==> src/eelg_regs.svh <==
`ifndef EELG_REGS_SVH
`define EELG_REGS_SVH

// register offsets of the software port
`define EELG_OFF_COUNT   8'h00
`define EELG_OFF_POP     8'h01
`define EELG_OFF_ENABLE  8'h02
`define EELG_OFF_INVERT  8'h03
`define EELG_OFF_LOST    8'h04
`define EELG_OFF_MSG0    8'h10

// field layout of a popped entry
`define EELG_ENT_VALID_BIT  31
`define EELG_ENT_LINE_LSB   8
`define EELG_ENT_MSG_LSB    0

// project-wide limits
`define EELG_MAX_INPUTS  8
`define EELG_MAX_MSGS    64
`define EELG_MSG_BYTES   110
`define EELG_MSG_W       6

`endif

==> src/eelg_pkg.sv <==
package eelg_pkg;
  typedef logic [5:0] eelg_msg_t;
  typedef enum logic [1:0] {EELG_IDLE, EELG_LOG} eelg_state_t;
endpackage : eelg_pkg

==> src/eelg_top.sv <==
// Overview of operation
// The logger watches one to eight inputs, each with its own pulse output.
// Each input may be inverted so that its falling edge becomes the event.
// A detected edge raises that input's pulse output for exactly one cycle.
// Each detected edge appends the input's assigned message number to the log; a full log drops the entry and counts it in lost.
//       The code merges a repeat edge of a still-pending input into one entry, neither logged nor lost.
// Message numbers index a shared table of at most 64 messages, six bits.
// Message texts are at most 110 bytes; UTF-8 specials shorten the string.
// The message table is common to all logger instances of a configuration.
// Simultaneous events of one instance are logged lowest input first.
// Simultaneous events of several instances are logged lowest index first.
// The system should produce no more than ten messages in three seconds.
// Edges compare against last cycle's value, cleared at reset.
// Entries sit in an ordered log buffer that software reads out later.
`include "eelg_regs.svh"
`timescale 1ns/1ps
`default_nettype none
module eelg_top
  import eelg_pkg::*;
#(
  parameter int N_INPUTS  = `EELG_MAX_INPUTS,
  parameter int LOG_DEPTH = 16,
  parameter int BLOCK_IDX = 0
) (
  input  wire logic                ref_clk,
  input  wire logic                arst_n,
  input  wire logic [N_INPUTS-1:0] watch_in,
  output logic      [N_INPUTS-1:0] pulse_out,
  input  wire logic [7:0]          reg_addr,
  input  wire logic [31:0]         reg_wdata,
  input  wire logic                reg_wr,
  input  wire logic                reg_rd,
  output logic      [31:0]         reg_rdata
);

  localparam int PW = $clog2(LOG_DEPTH);

  // refuse sizes the pointer arithmetic cannot serve, at elaboration
  if (N_INPUTS < 1 || N_INPUTS > `EELG_MAX_INPUTS) begin : g_bad_inputs
    $error("N_INPUTS must be 1 to 8");
  end
  if (LOG_DEPTH < 2 || (LOG_DEPTH & (LOG_DEPTH - 1)) != 0) begin : g_bad_depth
    $error("LOG_DEPTH must be a power of two, at least 2");
  end

  logic [N_INPUTS-1:0] enable;
  logic [N_INPUTS-1:0] invert;
  eelg_msg_t           msg_sel [N_INPUTS];
  logic [N_INPUTS-1:0] prev;
  logic [N_INPUTS-1:0] cond;
  logic [N_INPUTS-1:0] edge_hit;
  logic [N_INPUTS-1:0] pending;
  logic [N_INPUTS-1:0] next_pending;
  eelg_msg_t           log_mem [LOG_DEPTH];
  logic [7:0]          log_line [LOG_DEPTH];
  logic [PW:0]         wr_ptr;
  logic [PW:0]         rd_ptr;
  logic [PW:0]         fill;
  logic [15:0]         lost;
  logic                push;
  logic                push_ok;
  logic                pop;
  logic [2:0]          push_line;
  eelg_state_t         state;

  assign cond     = (watch_in ^ invert) & enable;
  assign edge_hit = cond & ~prev;
  assign fill     = wr_ptr - rd_ptr;
  assign pop      = reg_rd && reg_addr == `EELG_OFF_POP && fill != '0;
  // a pop in the same cycle frees the slot the push needs
  assign push_ok  = push && (fill < (PW+1)'(LOG_DEPTH) || pop);

  // prev resets to zero so an input already high at release counts as an event
  always_ff @(posedge ref_clk or negedge arst_n) begin
    if (!arst_n) begin
      prev <= '0;
    end else begin
      prev <= cond;
    end
  end

  always_ff @(posedge ref_clk or negedge arst_n) begin
    if (!arst_n) begin
      pulse_out <= '0;
    end else begin
      pulse_out <= edge_hit;
    end
  end

  // lowest pending input wins the single log slot each cycle
  always_comb begin
    push_line = '0;
    push      = 1'b0;
    for (int i = N_INPUTS - 1; i >= 0; i--) begin
      if (pending[i]) begin
        push      = 1'b1;
        push_line = 3'(i);
      end
    end
  end

  always_comb begin
    next_pending = pending | edge_hit;
    if (push)
      next_pending[push_line] = edge_hit[push_line];
  end

  // a burst drains one entry per cycle; the set of a fresh edge wins
  always_ff @(posedge ref_clk or negedge arst_n) begin
    if (!arst_n) begin
      pending <= '0;
      state   <= EELG_IDLE;
    end else begin
      pending <= next_pending;
      case (state)
        EELG_IDLE: if (|next_pending) state <= EELG_LOG;
        EELG_LOG:  if (!(|next_pending)) state <= EELG_IDLE;
        default:   state <= EELG_IDLE;
      endcase
    end
  end

  // full log keeps the oldest entries and counts the dropped ones
  always_ff @(posedge ref_clk or negedge arst_n) begin
    if (!arst_n) begin
      wr_ptr <= '0;
      lost   <= '0;
    end else if (push_ok) begin
      wr_ptr <= wr_ptr + 1'b1;
    end else if (push) begin
      if (lost != 16'hFFFF) begin
        lost <= lost + 16'h0001;
      end
    end else if (reg_wr && reg_addr == `EELG_OFF_LOST) begin
      lost <= '0;
    end
  end

  // a dropped entry must not overwrite the oldest slot still unread
  always_ff @(posedge ref_clk) begin
    if (push_ok) begin
      log_mem[wr_ptr[PW-1:0]]  <= msg_sel[push_line];
      log_line[wr_ptr[PW-1:0]] <= 8'(push_line);
    end
  end

  always_ff @(posedge ref_clk or negedge arst_n) begin
    if (!arst_n) begin
      rd_ptr <= '0;
    end else if (pop) begin
      rd_ptr <= rd_ptr + 1'b1;
    end
  end

  // message numbers point into the shared project table, never local text;
  // texts and their byte limit live with software, only numbers here //
  genvar g;
  generate
    for (g = 0; g < N_INPUTS; g++) begin : g_sel
      always_ff @(posedge ref_clk or negedge arst_n) begin
        if (!arst_n) begin
          msg_sel[g] <= eelg_msg_t'(g);
        end else if (reg_wr && reg_addr == `EELG_OFF_MSG0 + 8'(g)) begin
          msg_sel[g] <= reg_wdata[`EELG_MSG_W-1:0];
        end
      end
    end
  endgenerate

  always_ff @(posedge ref_clk or negedge arst_n) begin
    if (!arst_n) begin
      enable <= '1;
      invert <= '0;
    end else if (reg_wr) begin
      if (reg_addr == `EELG_OFF_ENABLE)
        enable <= reg_wdata[N_INPUTS-1:0];
      else if (reg_addr == `EELG_OFF_INVERT)
        invert <= reg_wdata[N_INPUTS-1:0];
    end
  end

  always_ff @(posedge ref_clk or negedge arst_n) begin
    if (!arst_n) begin
      reg_rdata <= '0;
    end else if (!reg_rd) begin
      reg_rdata <= '0;
    end else if (reg_addr == `EELG_OFF_COUNT) begin
      reg_rdata <= 32'(fill);
    end else if (reg_addr == `EELG_OFF_POP) begin
      if (fill != '0) begin
        reg_rdata <= '0;
        reg_rdata[`EELG_ENT_VALID_BIT] <= 1'b1;
        reg_rdata[`EELG_ENT_LINE_LSB +: 8] <= log_line[rd_ptr[PW-1:0]];
        reg_rdata[`EELG_ENT_MSG_LSB +: 6]  <= log_mem[rd_ptr[PW-1:0]];
      end else begin
        reg_rdata <= '0;
      end
    end else if (reg_addr == `EELG_OFF_ENABLE) begin
      reg_rdata <= 32'(enable);
    end else if (reg_addr == `EELG_OFF_INVERT) begin
      reg_rdata <= 32'(invert);
    end else if (reg_addr == `EELG_OFF_LOST) begin
      reg_rdata <= 32'(lost);
    end else if (reg_addr >= `EELG_OFF_MSG0 &&
                 reg_addr < `EELG_OFF_MSG0 + 8'(N_INPUTS)) begin
      reg_rdata <= 32'(msg_sel[3'(reg_addr - `EELG_OFF_MSG0)]);
    end else begin
      reg_rdata <= '0;
    end
  end

  // block index orders instances at a system merger (R09 lives there)
  logic unused_idx;
  assign unused_idx = (BLOCK_IDX < 0);

endmodule : eelg_top
`default_nettype wire

==> config.mk <==
export PLATFORM = sky130hd
export DESIGN_NAME = eelg_top
export DESIGN_NICKNAME = d
export VERILOG_FILES = /design/src/eelg_pkg.sv /design/src/eelg_top.sv
export VERILOG_INCLUDE_DIRS = /design/src /design/src/src
export SDC_FILE = /design/constraint.sdc
export NUM_CORES = 1
export LEC_CHECK = 0
export ABC_AREA = 1
export BUFFER_PORTS_ARGS = -buffer_cell sky130_fd_sc_hd__buf_2
export CAP_MARGIN = 20
export CORE_MARGIN = 5
export CORE_UTILIZATION = 47
export CTS_CLUSTER_SIZE = 8
export DETAILED_ROUTE_END_ITERATION = 6
export HOLD_SLACK_MARGIN = 0.1
export SLEW_MARGIN = 40
export SYNTH_ARGS = -nofsm -noshare
export SYNTH_HDL_FRONTEND = slang
export SYNTH_SLANG_ARGS = --single-unit
export TNS_END_PERCENT = 1
==> constraint.sdc <==
create_clock -name ref_clk -period 5.1 [get_ports ref_clk]
set_clock_uncertainty 0.15 [all_clocks]
set_input_delay 0.765 -clock ref_clk [delete_from_list [all_inputs] [get_ports ref_clk]]
set_output_delay 0.765 -clock ref_clk [all_outputs]
set_load 0.01 [all_outputs]
After elaboration in Yosys (flattened, before gate mapping)

Memories as Yosys holds them, arrays and structs flattened.
Index checks and enable logic that the tools add are counted.

Bits in registers: 146
Latch bits: 0
Memory bits (writable): 144
ROM bits: 0
Word-level logic and storage cells: 116
Memories: 2

Add/subtract/negate cells: 5
Multiply operators: 0
Divide/modulo/power cells: 0
$lt $le $gt $ge: 7
Equality and inequality tests: 14
Shift operators: 0
Muxes and demuxes: 41
Bitwise gates (word level): 9
Reductions and logical operators: 21

Memory list:

| name     | depth | bits a word | rd ports | clocked after memory_dff | wr ports | RTL line       | RTL |
|---|---|---|---|---|---|---|---|
| log_mem  | 16    | 6           | 1        | 0                        | 1        | eelg_top.sv:54 | `eelg_msg_t log_mem [LOG_DEPTH];` |
| log_line | 16    | 3           | 1        | 0                        | 1        | eelg_top.sv:55 | `logic [7:0] log_line [LOG_DEPTH];` |

Operators with widths:

| operator                                                                            | number |
|---|---|
| 32-bit 2-to-1 mux                                                                   | 4 |
| 16-bit 2-to-1 mux                                                                   | 6 |
| 8-bit by 5-bit == test with 1-bit output, second input constant                     | 8 |
| 6-bit binary-select mux with 3-bit select                                           | 2 |
| 6-bit 2-to-1 mux                                                                    | 5 |
| 3-bit 2-to-1 mux                                                                    | 8 |
| 16-bit by 1-bit adder with 16-bit output, second input constant                     | 1 |
| 8-bit bitwise AND                                                                   | 2 |
| 8-bit by 2-bit == test with 1-bit output, second input constant                     | 2 |
| 16-bit inequality test, second input constant                                       | 1 |
| 1-bit logical AND                                                                   | 14 |
| 1-bit 2-to-1 mux                                                                    | 12 |
| 5-bit by 1-bit adder with 5-bit output, second input constant                       | 2 |
| 8-bit bitwise mux                                                                   | 1 |
| 8-bit by 1-bit == test with 1-bit output, second input constant                     | 1 |
| 8-bit by 3-bit == test with 1-bit output, second input constant                     | 1 |
| 4-bit greater-or-equal comparator, second input constant                            | 2 |
| 8-bit by 5-bit greater-or-equal comparator with 1-bit output, second input constant | 1 |
| 8-bit zero test                                                                     | 1 |
| 8-bit by 5-bit < comparator with 1-bit output, second input constant                | 1 |
| 8-bit 2-to-1 mux                                                                    | 1 |
| 3-bit NOT with 4-bit output                                                         | 2 |
| 8-bit NOT                                                                           | 1 |
| 8-bit OR                                                                            | 1 |
| 15 further kinds                                                                    | 17 |

Depth between registers and ports, before layout

Depth in word-level cells: 14
Gate-level depth with buffers: 14
Gate-level depth less buffers: 14

Worst setup path after synthesis

No wires, ideal clock.

Kind: register to register
From: register rd_ptr[1]
To: memory log_line[11][0] (netlist bit), enable pin
Setup time: 374 ps
Arrival time: 2275 ps
Required time: 4576 ps
Setup slack: 2300 ps
Stages on the path, launching flop included: 14
Buffers on the path: 2
Period minus slack after synthesis: 2800 ps
Path through: dfrtp_1 > inv_1 > buf_2 > buf_1 > fa_1 > nand3_1 > nand2_1 > nand2_1 > nand2_1 > a21o_1 > nand2_4 > nor2_2 > inv_1 > nor2_1

Cells in the longest elaborated chain, start to end: 7
Elaborated cells on any way between the ends: 8

Ends and longest elaborated chain:

| what                                                       | RTL line        | RTL |
|---|---|---|
| from (decl)                                                | eelg_top.sv:57  | `logic [PW:0] rd_ptr;` |
| from (signal assigned)                                     | eelg_top.sv:151 | `rd_ptr <= rd_ptr + 1'b1;` |
| 5-bit subtractor *                                         | eelg_top.sv:68  | `assign fill = wr_ptr - rd_ptr;` |
| branches (longest 2 deep; another with 5-bit < comparator) | --              |  |
| 1-bit logical OR *                                         | eelg_top.sv:71  | `assign push_ok = push && (fill < (PW+1)'(LOG_DEPTH) \|\| pop);` |
| 1-bit logical AND *                                        | eelg_top.sv:71  |  |
| 1-bit 2-to-1 mux *                                         | eelg_top.sv:141 | `if (push_ok) begin` |
| 1-bit 2-to-1 mux (not written as such) *                   | eelg_top.sv:143 | `log_line[wr_ptr[PW-1:0]] <= 8'(push_line);` |
| to (decl)                                                  | eelg_top.sv:55  |  |

Every way passes the cells marked *.

Final worst setup path

From: register rd_ptr[2]
To: memory log_mem[14][5] (netlist bit), enable pin

Cells in the longest elaborated chain, start to end: 7
Elaborated cells on any way between the ends: 8

Ends and longest elaborated chain:

| what                                                       | RTL line        | RTL |
|---|---|---|
| 5-bit subtractor *                                         | eelg_top.sv:68  |  |
| branches (longest 2 deep; another with 5-bit < comparator) | --              |  |
| 1-bit logical OR *                                         | eelg_top.sv:71  |  |
| 1-bit logical AND *                                        | eelg_top.sv:71  |  |
| 1-bit 2-to-1 mux *                                         | eelg_top.sv:141 |  |
| 1-bit 2-to-1 mux (not written as such) *                   | eelg_top.sv:142 | `log_mem[wr_ptr[PW-1:0]] <= msg_sel[push_line];` |
| to (decl)                                                  | eelg_top.sv:54  |  |

Marks and branches as above.

==> metrics.md <==
| Metric | Value |
|---|---|
| Cts hold-fix bufs | 0 |
| Synth warn | 0 |
| Buffer count from post-CTS setup fixing | 0 |
| CTS Buf Count | 40 |
| PwrDens | 514 nW/um2 |
| Grt ovf | 0 |
| Sequential fraction of the synthesis area | 59.3% |
| Maximum Capacitance Violations | 0 |
| Post-synth top area share | about a third |
| Cell variety after synth | between 40 and 50 |
| Fin crit share | 67.3% |
| Total of fill cells in the finished design | ~2.4k |
| Area contributors post-synth | edfxtp_1, dfrtp_1, nand2_1 |
| Clock buffer depth | 3 |
| Hpwl dp | 21.1 mm |
| TNS Setup | 0 ns |
| Die H | 175 um |
| Layout Cells excl Fill | 1823 |
| N_diodes | 0 |
| Initial antenna violation count | 0 |
| Commonest non-fill, non-tap cell in the layout | nand2_1 |
| Startpoint type of the worst setup path | flip-flop |
| Leak | 0.00621 uW |
| Crit path required time | 5.09 ns |
| Full die area | 30800 um2 |
| DRT Pass-1 Iters | 5 |
| Final WL | 32.4 mm |
| Yosys top cell by area | edfxtp_1 |
| CTS tree | yes |
| Worst-path clk slew | 0.05 ns |
| Most frequent cells in the layout | nand2_1, edfxtp_1, nand3_1 |
| Starting Density | between 40% and 50% |
| Seq cells post-synth | 275 |
| Crit path DAT | 3.42 ns |
| Crit path kind | reg -> reg |
| Max_slew headroom | 43.5% |
| Post-Syn Instances | 1402 |
| First-pass GRT wire length | 51.0 mm |
| Wire per inst | 17.8 um |
| Root buffer cell | clkbuf_16 |
| Setup crit end kind | flip-flop |
| GRT Total Usage | between 20% and 30% |
| Synthesized area | 12900 um2 |
| Final hold vios | 0 |
| H-Tree Depth | 2 |
| Row cnt | 60 |
| Port Buffer Count | 52 |
| Detailed Route Iter0 Violations | 823 |
| Antenna viol nets, final | 0 |
| Share of cells above drive strength 1 | 11.2% |
| Largest net degree at the start of global routing | 90 |
| Via-to-Cell Ratio | 5.28 |
| Placed insts | 1752 |
| Final Max Tran Viols | 0 |
| Vias in the first global route | 9068 |
| Fmax | 291 MHz |
| Post-synth ARST share | 47.6% |
| Status | finished, final reports clean |
| Layout Nets | 1517 |
| Hold/Removal Path Class | in -> async |
| Clk sinks | 275 |
| P&R area growth vs syn | 12.6% |
| Post-cts repair resize count | 0 |
| Via Count | 9626 |
| Dominant register cell in the synthesized netlist | edfxtp_1 |
| RD Place Congestion | 0.867 |
| Die X | between 150 and 200 um |
| IO Count | 92 |
| RSZ-0062 raised after global routing | no |
| Reg-to-Reg Start | rd_ptr[2] |
| Post-synth EDFFs | 144 |
| Final setup fails | 0 |
| Minimum clock period | 3.43 ns |
| DRC | 0 |
| Worst VDD drop | 240 uV |
| Worst Max-Slew Pin Slew | 0.848 ns |
| Core area | 27000 um2 |
| Syn_area_per_cell | 9.17 um2 |
| CP Max Fanout | 14 |
| CP startpoint | rd_ptr[2] |
| Worst skew pair latency | between 0.5 and 0.6 ns |
kinds of logic after synthesis:
logic type | share of synthesized area, %
xor+xnor | 1.16
other cells | 0.0292
simple gates | 23.8
compound gates | 8.32
mux | 0.0779
fa+ha+maj | 1.13
flops | 59.3
buf+inv | 6.20
per-layer routing:
layer  vias up  wire length (um)  global-route usage, %
li1       4731                 -                      -
met1      4576             15200                   31.6
met2       278             14600                   32.6
met3        41              2070                   3.51
met4         0               510                   4.55
met5         -                 0                      0
final timing paths:
| check | endpoint | slack [ns] | depth (start not counted) |
|---|---|---|---|
| worst max-delay path | log_mem[14][5] | 1.67 | 11 |
| worst min-delay path | reg_rdata[31] | 0.15 | 1 |
| worst max register to register | log_mem[14][5] | 1.67 | 11 |
| worst min register to register | enable[5] | 0.32 | 2 |
| max in group asynchronous | msg_sel[39] | 3.53 | 2 |
| min in group ref_clk | enable[5] | 0.32 | 2 |
flip-flops by register name (all words and copies together) (netlist names), 16 cells and up:
| register | flops |
|---|---|
| msg_sel | 48 |
| lost | 16 |
| log_mem | 96 |
| reg_rdata | 17 |
| log_line | 48 |
worst max-delay path, stage by stage (launching register included):
cell	delay [ns]
dfrtp_1	0.70
inv_2	0.25
ha_1	0.42
nand3_1	0.11
nand2_1	0.07
nand2_1	0.04
nand2_1	0.11
a21o_1	0.13
nand2_4	0.11
inv_2	0.13
nand2_1	0.17
nor2_1	0.66
power breakdown:
group          total, uW  internal, uW  switching, uW
combinational       1880           438           1440
clock               2390          1460            930
sequential          3170          3000            167
total               7440          4900           2540
stage by stage:
| step | worst slack (ns) | instance area (um2) | utilization [%] | hold slack [ns] | power (uW) |
|---|---|---|---|---|---|
| after CTS | 1.69 | 14400 | 53.6 | 0.203 | 7480 |
| final | 1.67 | 14500 | 53.7 | 0.151 | 7440 |
| after floorplan | 2.30 | 12900 | - | 0.253 | 4450 |
| after detailed placement | 1.34 | 13300 | 49.4 | 0.308 | 5080 |
| after global placement | 1.31 | 13300 | 49.3 | 0.311 | 5030 |
| after global routing | 1.40 | 14500 | 53.7 | 0.209 | 7880 |
Yosys cell counts, types with 3 or more instances:
cell type,number
nand2_1,428
o21ai_0,95
clkbuf_1,20
clkinv_1,3
nand2_2,3
buf_1,5
ha_1,10
dfstp_2,20
buf_2,17
nand3b_1,4
nand4_1,12
nor2_1,118
o21ai_1,25
nor3_1,14
a21oi_1,55
nand3_1,120
inv_2,5
o22ai_1,4
a22o_1,5
buf_6,4
a22oi_1,4
edfxtp_1,144
inv_1,103
o211ai_1,3
nor2_4,4
xor2_1,15
or2_2,4
dfrtp_1,111
buf_4,20
a32o_1,3
layout make-up:
type / count / area (um2) / area share (%)
Clock inverter: 3 / 32.5 / 0.225
Inverter: 112 / 423 / 2.92
Timing Repair Buffer: 62 / 344 / 2.38
Sequential cell: 275 / 7630 / 52.7
Multi-Input combinational cell: 963 / 4520 / 31.2
Clock buffer: 67 / 1100 / 7.62
Tap cell: 341 / 427 / 2.95
(Power assumes the default switching activity.)
